## src/verilog/cspc_defines.svh

```systemverilog
// Bit positions, reset values and bank indices of the stack and privilege control register.
// Included by the package users; holds definitions only.
`ifndef CSPC_DEFINES_SVH
`define CSPC_DEFINES_SVH

`define CSPC_REG_W 32
`define CSPC_BIT_UNPRIV 0
`define CSPC_BIT_STACK_SEL 1
`define CSPC_BIT_FP_ACTIVE 2
`define CSPC_BIT_FP_OWNER 3
`define CSPC_USED_BITS 4

`define CSPC_RST_UNPRIV 1'b0
`define CSPC_RST_STACK_SEL 1'b0
`define CSPC_RST_FP_ACTIVE 1'b0
`define CSPC_RST_FP_OWNER 1'b0

`define CSPC_NUM_BANKS 2
`define CSPC_BANK_NS 0
`define CSPC_BANK_S 1

`endif

```

## src/verilog/cspc_pkg.sv

```systemverilog
// Types shared by the stack and privilege control register and its per-state bank.
// Assumes the defines header is compiled alongside.
package cspc_pkg;

    typedef enum logic [1:0] {
        CSPC_MODE_THREAD = 2'b01,
        CSPC_MODE_HANDLER = 2'b10
    } cspc_mode_type;

    // Exception-return code fields that steer this register
    typedef struct packed {
        logic secure;
        logic to_thread;
        logic process_sp;
        logic no_fp_frame;
    } cspc_exc_code_type;

    // One special-register access: strobe, state of the accessor, and Secure access to the NS copy
    typedef struct packed {
        logic en;
        logic secure;
        logic ns_alias;
    } cspc_sysreg_acc_type;

endpackage

```

## src/verilog/cspc_bank.sv

```systemverilog
// One Security-state copy of the banked stack-select and privilege bits.
// Assumes the parent resolves mode and priority into the write enables.
`timescale 1ns/1ps
`include "cspc_defines.svh"

module cspc_bank (
    input wire logic clk,
    input wire logic rst,
    input wire logic stack_sel_we,
    input wire logic stack_sel_wv,
    input wire logic unpriv_we,
    input wire logic unpriv_wv,
    output logic stack_sel_r,
    output logic unpriv_r
);
    import cspc_pkg::*;

    always_ff @(posedge clk or posedge rst) begin
        if (rst) begin
            stack_sel_r <= `CSPC_RST_STACK_SEL;
        end else if (stack_sel_we) begin
            stack_sel_r <= stack_sel_wv;
        end
    end

    always_ff @(posedge clk or posedge rst) begin
        if (rst) begin
            unpriv_r <= `CSPC_RST_UNPRIV;
        end else if (unpriv_we) begin
            unpriv_r <= unpriv_wv;
        end
    end

endmodule

```

## src/verilog/cspc_top.sv

```systemverilog
// Stack and privilege control register of the core, banked per Security state bit by bit.
// Assumes the core pipeline gives one-cycle strobes for special-register reads and writes,
// exception entry and exception return, and checks privilege before issuing a write.
//
// Notes on behaviour
// - Keep a Secure floating-point ownership flag at bit 3; 1 means Secure FP state.
// - Ownership flag has one copy; Non-secure accesses read zero and cannot write it.
// - Keep a shared floating-point-context-active flag at bit 2.
// - Exception entry uses the context-active flag to decide on preserving FP state.
// - Stack-select bit 1 picks main stack (0) or process stack (1).
// - In Handler mode stack-select reads zero and explicit writes are ignored.
// - Exception return updates the stack-select bit automatically.
// - Handler mode always runs on the main stack pointer.
// - Bit 0 sets Thread privilege: 0 privileged, 1 unprivileged.
// - Stack-select and privilege are banked per state; FP flags have one copy.
// - Return rewrites stack-select and FP-active from its exception-return code; entry clears them and the owner flag.
// - After reset Thread mode uses the main stack pointer.
// - Thread moves to process stack by a write of 1 or a suitable return.
// - Every exception except reset runs in Handler mode.
`timescale 1ns/1ps
`include "cspc_defines.svh"

module cspc_top (
    input wire logic clk,
    input wire logic rst,
    input wire cspc_pkg::cspc_sysreg_acc_type wr_acc,
    input wire logic [31:0] wr_data,
    input wire cspc_pkg::cspc_sysreg_acc_type rd_acc,
    input wire logic cur_secure,
    input wire logic fp_instr_exec,
    input wire logic exc_entry,
    input wire logic exc_entry_secure,
    input wire logic exception_return_code,
    input wire cspc_pkg::cspc_exc_code_type exception_return_code_code,
    output logic [31:0] rd_data_r,
    output logic rd_valid_r,
    output logic handler_mode_r,
    output logic sp_is_process_r,
    output logic thread_unpriv_r,
    output logic fp_context_active_r,
    output logic secure_fp_owner_r,
    output logic fp_preserve_r,
    output cspc_pkg::cspc_exc_code_type entry_code_r,
    output logic entry_code_valid_r
);
    import cspc_pkg::*;

    ////////////////////////////////////////////////////////////////////////////////
    // State

    cspc_mode_type mode_r;
    cspc_mode_type mode_nxt;
    logic fp_active_r;
    logic fp_active_nxt;
    logic fp_owner_r;
    logic fp_owner_nxt;
    logic [`CSPC_NUM_BANKS-1:0] stack_sel_bank;
    logic [`CSPC_NUM_BANKS-1:0] unpriv_bank;
    logic in_handler;
    logic wr_eff_secure;
    logic rd_eff_secure;
    logic wr_bank;
    logic rd_bank;
    logic cur_bank;
    logic [31:0] rd_word;

    assign in_handler = (mode_r == CSPC_MODE_HANDLER);
    // A Secure access to the NS copy behaves as a Non-secure view of the shared bits
    assign wr_eff_secure = wr_acc.secure & ~wr_acc.ns_alias;
    assign rd_eff_secure = rd_acc.secure & ~rd_acc.ns_alias;
    assign wr_bank = wr_eff_secure;
    assign rd_bank = rd_eff_secure;
    assign cur_bank = cur_secure;

    ////////////////////////////////////////////////////////////////////////////////
    // Mode tracking

    always_comb begin
        mode_nxt = mode_r;
        if (exception_return_code) begin
            mode_nxt = exception_return_code_code.to_thread ? CSPC_MODE_THREAD : CSPC_MODE_HANDLER;
        end else if (exc_entry) begin
            mode_nxt = CSPC_MODE_HANDLER;
        end
    end

    // Reset leaves the core in Thread mode, never Handler
    always_ff @(posedge clk or posedge rst) begin
        if (rst) begin
            mode_r <= CSPC_MODE_THREAD;
        end else begin
            case (mode_nxt)
                CSPC_MODE_THREAD: begin
                    mode_r <= CSPC_MODE_THREAD;
                end
                CSPC_MODE_HANDLER: begin
                    mode_r <= CSPC_MODE_HANDLER;
                end
                default: begin
                    mode_r <= CSPC_MODE_THREAD;
                end
            endcase
        end
    end

    ////////////////////////////////////////////////////////////////////////////////
    // Banked stack-select and privilege bits

    genvar b;
    generate
        for (b = 0; b < `CSPC_NUM_BANKS; b = b + 1) begin : g_bank
            logic is_wr_bank;
            logic is_entry_bank;
            logic is_ret_bank;
            logic stack_sel_we;
            logic stack_sel_wv;
            logic unpriv_we;

            assign is_wr_bank = wr_acc.en && (wr_bank == 1'(b));
            assign is_entry_bank = exc_entry && (exc_entry_secure == 1'(b));
            assign is_ret_bank = exception_return_code && (exception_return_code_code.secure == 1'(b));

            // Exception events take precedence over a software write in the same cycle
            always_comb begin
                stack_sel_we = 1'b0;
                stack_sel_wv = 1'b0;
                if (is_ret_bank) begin
                    stack_sel_we = 1'b1;
                    stack_sel_wv = exception_return_code_code.to_thread
                        & exception_return_code_code.process_sp;
                end else if (is_entry_bank) begin
                    stack_sel_we = 1'b1;
                    stack_sel_wv = 1'b0;
                end else if (is_wr_bank && !in_handler && !exc_entry && !exception_return_code) begin
                    stack_sel_we = 1'b1;
                    stack_sel_wv = wr_data[`CSPC_BIT_STACK_SEL];
                end
            end

            assign unpriv_we = is_wr_bank && !exc_entry && !exception_return_code;

            cspc_bank u_bank (
                .clk(clk),
                .rst(rst),
                .stack_sel_we(stack_sel_we),
                .stack_sel_wv(stack_sel_wv),
                .unpriv_we(unpriv_we),
                .unpriv_wv(wr_data[`CSPC_BIT_UNPRIV]),
                .stack_sel_r(stack_sel_bank[b]),
                .unpriv_r(unpriv_bank[b])
            );
        end
    endgenerate

    ////////////////////////////////////////////////////////////////////////////////
    // Shared floating-point flags

    // Priority: exceptions, then FP instruction set (set beats a software clear), then software write
    always_comb begin
        fp_active_nxt = fp_active_r;
        if (wr_acc.en) begin
            fp_active_nxt = wr_data[`CSPC_BIT_FP_ACTIVE];
        end
        if (fp_instr_exec) begin
            fp_active_nxt = 1'b1;
        end
        if (exception_return_code) begin
            fp_active_nxt = ~exception_return_code_code.no_fp_frame;
        end else if (exc_entry) begin
            fp_active_nxt = 1'b0;
        end
    end

    always_ff @(posedge clk or posedge rst) begin
        if (rst) begin
            fp_active_r <= `CSPC_RST_FP_ACTIVE;
        end else begin
            fp_active_r <= fp_active_nxt;
        end
    end

    always_comb begin
        fp_owner_nxt = fp_owner_r;
        if (wr_acc.en && wr_eff_secure) begin
            fp_owner_nxt = wr_data[`CSPC_BIT_FP_OWNER];
        end
        if (fp_instr_exec && cur_secure) begin
            fp_owner_nxt = 1'b1;
        end
        if (exc_entry && !exception_return_code) begin
            fp_owner_nxt = 1'b0;
        end
    end

    always_ff @(posedge clk or posedge rst) begin
        if (rst) begin
            fp_owner_r <= `CSPC_RST_FP_OWNER;
        end else begin
            fp_owner_r <= fp_owner_nxt;
        end
    end

    ////////////////////////////////////////////////////////////////////////////////
    // Register read

    always_comb begin
        rd_word = '0;
        rd_word[`CSPC_BIT_UNPRIV] = unpriv_bank[rd_bank];
        rd_word[`CSPC_BIT_STACK_SEL] = stack_sel_bank[rd_bank] & ~in_handler;
        rd_word[`CSPC_BIT_FP_ACTIVE] = fp_active_r;
        rd_word[`CSPC_BIT_FP_OWNER] = fp_owner_r & rd_eff_secure;
    end

    always_ff @(posedge clk or posedge rst) begin
        if (rst) begin
            rd_data_r <= 32'h0000_0000;
        end else if (rd_acc.en) begin
            rd_data_r <= rd_word;
        end
    end

    always_ff @(posedge clk or posedge rst) begin
        if (rst) begin
            rd_valid_r <= 1'b0;
        end else begin
            rd_valid_r <= rd_acc.en;
        end
    end

    ////////////////////////////////////////////////////////////////////////////////
    // Exception entry code and FP preservation

    // A return in the same cycle wins, so no entry is reported then
    always_ff @(posedge clk or posedge rst) begin
        if (rst) begin
            entry_code_valid_r <= 1'b0;
        end else begin
            entry_code_valid_r <= exc_entry && !exception_return_code;
        end
    end

    // Pulse tells the stacking logic whether the FP registers go on the frame
    always_ff @(posedge clk or posedge rst) begin
        if (rst) begin
            fp_preserve_r <= 1'b0;
        end else begin
            fp_preserve_r <= exc_entry && !exception_return_code && fp_active_r;
        end
    end

    // Code describes the context being left so the later return can restore it
    always_ff @(posedge clk or posedge rst) begin
        if (rst) begin
            entry_code_r <= '0;
        end else if (exc_entry && !exception_return_code) begin
            entry_code_r.secure <= cur_secure;
            entry_code_r.to_thread <= ~in_handler;
            entry_code_r.process_sp <= stack_sel_bank[cur_bank] & ~in_handler;
            entry_code_r.no_fp_frame <= ~fp_active_r;
        end
    end

    ////////////////////////////////////////////////////////////////////////////////
    // Execution-state outputs; they follow the state with one cycle of lag.
    // The lag is why software needs a sync barrier after changing the stack.

    always_ff @(posedge clk or posedge rst) begin
        if (rst) begin
            handler_mode_r <= 1'b0;
        end else begin
            handler_mode_r <= in_handler;
        end
    end

    always_ff @(posedge clk or posedge rst) begin
        if (rst) begin
            sp_is_process_r <= 1'b0;
        end else begin
            sp_is_process_r <= stack_sel_bank[cur_bank] & ~in_handler;
        end
    end

    // Privilege level only applies in Thread mode; handlers always run privileged
    always_ff @(posedge clk or posedge rst) begin
        if (rst) begin
            thread_unpriv_r <= 1'b0;
        end else begin
            thread_unpriv_r <= unpriv_bank[cur_bank] & ~in_handler;
        end
    end

    always_ff @(posedge clk or posedge rst) begin
        if (rst) begin
            fp_context_active_r <= 1'b0;
        end else begin
            fp_context_active_r <= fp_active_r;
        end
    end

    always_ff @(posedge clk or posedge rst) begin
        if (rst) begin
            secure_fp_owner_r <= 1'b0;
        end else begin
            secure_fp_owner_r <= fp_owner_r;
        end
    end

endmodule

```

## config.mk

```make
export PLATFORM = sky130hd
export DESIGN_NAME = cspc_top
export DESIGN_NICKNAME = d
export VERILOG_FILES = /design/src/verilog/cspc_pkg.sv /design/src/verilog/cspc_bank.sv /design/src/verilog/cspc_top.sv
export VERILOG_INCLUDE_DIRS = /design/src /design/src/verilog
export SDC_FILE = /design/constraint.sdc
export NUM_CORES = 1
export LEC_CHECK = 0
export ABC_AREA = 1
export BUFFER_PORTS_ARGS = -buffer_cell sky130_fd_sc_hd__buf_2
export CAP_MARGIN = 25
export CELL_PAD_IN_SITES_DETAIL_PLACEMENT = 0
export CELL_PAD_IN_SITES_GLOBAL_PLACEMENT = 2
export CORE_ASPECT_RATIO = 1.5
export CORE_MARGIN = 10
export CORE_UTILIZATION = 21
export CTS_CLUSTER_SIZE = 25
export DETAILED_ROUTE_END_ITERATION = 12
export PLACE_DENSITY_LB_ADDON = 0.25
export RECOVER_POWER = 25
export SLEW_MARGIN = 20
export SYNTH_ARGS = -nofsm -noshare
export SYNTH_HDL_FRONTEND = slang
export SYNTH_SLANG_ARGS = --single-unit
```

## constraint.sdc

```tcl
create_clock -name clk -period 2.1 [get_ports clk]
set_clock_uncertainty 0.05 [all_clocks]
set_input_delay 0.105 -clock clk [delete_from_list [all_inputs] [get_ports clk]]
set_output_delay 0.105 -clock clk [all_outputs]
set_load 0.01 [all_outputs]
```

==> key figures <==
STA
  – Final worst slack: 0.822 ns
  – Final period util: 60.9%
  – Setup Viol. Count Final: 0
  – Final Max Tran Viols: 0
  – Hold Vio Cnt, Final: 0
  – RSZ-0062 raised after global routing: no
  – Fmax: 782 MHz
  – Period minus WS final: 1.28 ns
  – Sum Neg Setup Slack: 0 ns

Floorplan
  – Die width: 81.8 µm
  – Core area: 0.00553 mm²
  – Initial core utilization: 21.8%
  – Die area: 0.00923 mm²
  – Die height: 113 µm
  – # rows: 33
  – I/O pins: 93

Final layout
  – Share of cells above drive strength 1: 22.8%
  – Final design utilization: 26.4%
  – Antenna diodes: 0
  – Final #Nets: 234
  – Sequential Area: 602 µm²
  – Area of the multi-input gates: 415 µm²
  – Syn-to-layout area delta: 21.2%
  – Most frequent cells in the layout: buf_2 (34), nand2_1 (30), conb_1 (28)
  – # fillers: 640
  – Most common cell after layout, fill and taps aside: buf_2

Drt
  – Iter 0 DRT Violations: 48
  – # DRC: 0
  – Vias/cell: 3.54
  – Final wirelength: 3020 µm
  – Final ANT Viol Nets: 0
  – DRT Pass-1 Iters: 4
  – Via Count: 899
  – WL per Instance: 11.9 µm

Clocking
  – Worst-Skew Late Latency: 0.26 ns
  – Clk root buf: clkbuf_8
  – Clk sinks: 24
  – Number of setup buffers added after CTS: 0
  – Post-CTS sizing: 0
  – Num CTS Buffers: 3
  – TritonCTS clock tree: yes
  – Clk pin slew, worst setup/hold paths: 0.08 ns
  – Hold_buf cts: 1
  – H-tree depth: 1
  – CTS max path bufs: 2

Power
  – Worst vdd ir: 229 µV
  – Power Internal: 0.000838 W
  – Leak pwr: 0.809 nW
  – Clock share of power: 35.2%
  – Seq pwr share: 47.5%
  – Tot Pwr: 0.00113 W
  – Net Switching: 0.000293 W
  – Switching portion of total power: 25.9%
  – Power per cell area: 774 mW/mm²
  – Comb pwr share: 17.3%

Place
  – GPL Wtd Cong: 0.719
  – Hpwl dp: 2550 µm
  – I/O Buffers: 36
  – Worst slack, placed: 0.803 ns

Critical path
  – End of the critical path: entry_code_r[1]
  – Critical Path Source: mode_r[0]
  – Critical Path End Type: flip-flop
  – R2R Path Start: mode_r[0]
  – Worst Path Max Fanout: 4
  – R2r setup slk: 0.82 ns
  – Crit start category: flip-flop
  – Reg2Reg Depth: 6
  – CP Data Arrival Time: 1.44 ns
  – R2R Path End: entry_code_r[1]
  – Critical Path RT: 2.26 ns
  – Crit Path Class: reg2reg

Yosys
  – Number of synthesized register bits: 24
  – Cell taking the most area after synthesis: dfrtp_1
  – Top post-synthesis cells by area: dfrtp_1 (48%), buf_4 (17%), nand2_1 (9.3%)
  – Yosys top cell area share: 47.8%
  – Cell Area, Synth: 0.00120 mm²
  – Avg Cell Area, Syn: 8.49 µm²
  – Syn Inst Count: 142
  – Sequential fraction of the synthesis area: 49.9%
  – Yosys warnings: 0
  – Synth cell types: 19

Min path
  – HP Class: in2reg

Global route
  – Vias in the first global route: 957
  – Gr ovfl total: 0
  – Antenna violations before repair: 0
  – GRT Util Overall: 6.65%
  – Largest net degree at the start of global routing: 25
  – First-pass GRT wire length: 4750 µm

Run
  – MaxCap Viol Count: 0

Outcome
  – Outcome: finished, final reports clean
==> flip-flops by register name (all words and copies together) (netlist names), 2 cells and up <==
| signal | cells |
|---|---|
| entry_code_r | 4 |
| rd_data_r | 4 |
| g_bank.u_bank.stack_sel_r | 2 |
| g_bank.u_bank.unpriv_r | 2 |
| mode_r | 2 |
==> per-layer routing <==
layer / GRT usage, % / vias to the layer above / wire (µm)
met4: 2.73 / 0 / 39
met3: 3.01 / 2 / 334
li1: - / 467 / -
met2: 10.3 / 43 / 1380
met5: 0 / - / 0
met1: 7.64 / 387 / 1270
==> metrics by stage <==
stage | instance area [µm²] | hold slack (ns) | cells
final | 1460 | 0.00650 | 254
after global routing | 1460 | 0.0334 | 254
after CTS | 1450 | 0.00393 | 252
after detailed placement | 1360 | 0.278 | 247
after global placement | 1360 | 0.280 | 247
after floorplan | 1310 | 0.0689 | 169
==> logic make-up after synthesis <==
group / share of synthesized area, %
AND/OR/NAND/NOR: 18.0
buffers and inverters: 23.4
flip-flops: 49.9
AO/OA/AOI/OAI: 8.41
other: 0.311
==> critical path, stage by stage, from the launching register on <==
cell and delay, ns:
dfstp_2 0.53, inv_1 0.03, nand2_1 0.11, o21ai_0 0.10
a21oi_1 0.25, nand2_1 0.08, nand2_1 0.06
==> power groups by stage <==
stage / Combinational (W) / Sequential, W / Clock [W]
4_1_cts: 0.000197 / 0.000538 / 0.000416
5_1_grt: 0.000225 / 0.000544 / 0.000433
3_5_place_dp: 0.000195 / 0.000547 / 0
3_3_place_gp: 0.000193 / 0.000546 / 0
2_1_floorplan: 0.000133 / 0.000561 / 0
6_report: 0.000195 / 0.000537 / 0.000398
==> Yosys cell counts (all sizes together) <==
master  number
nand3        4
buf         28
or2          2
o21ai       12
nand4        1
inv         19
nand2       30
a22oi        1
o21bai       1
nor2        14
conb         1
dfstp        1
a31oi        1
a21oi        4
dfrtp       23
==> layout make-up <==
type | instances | share of cell area [%]
Multi-Input combinational cell | 98 | 28.4
Inverter | 19 | 4.88
Tap cell | 70 | 6.00
Sequential cell | 24 | 41.2
Clock buffer | 3 | 2.83
Timing Repair Buffer | 39 | 14.6
Clock inverter | 1 | 2.06
==> how the worst min path moves through the flow <==
stage	from	end	slack (ns)	depth (start not counted)
2_1_floorplan	rst	entry_code_r[0]	0.07	1
3_3_place_gp	rd_acc[2]	rd_valid_r	0.28	1
3_5_place_dp	rd_acc[2]	rd_valid_r	0.28	1
4_1_cts	exception_return_code_code[2]	mode_r[0]	0.004	3
5_1_grt	wr_data[3]	fp_owner_r	0.03	3
6_report	exception_return_code_code[2]	mode_r[0]	0.007	3
Power figures use the tool's default switching activity.
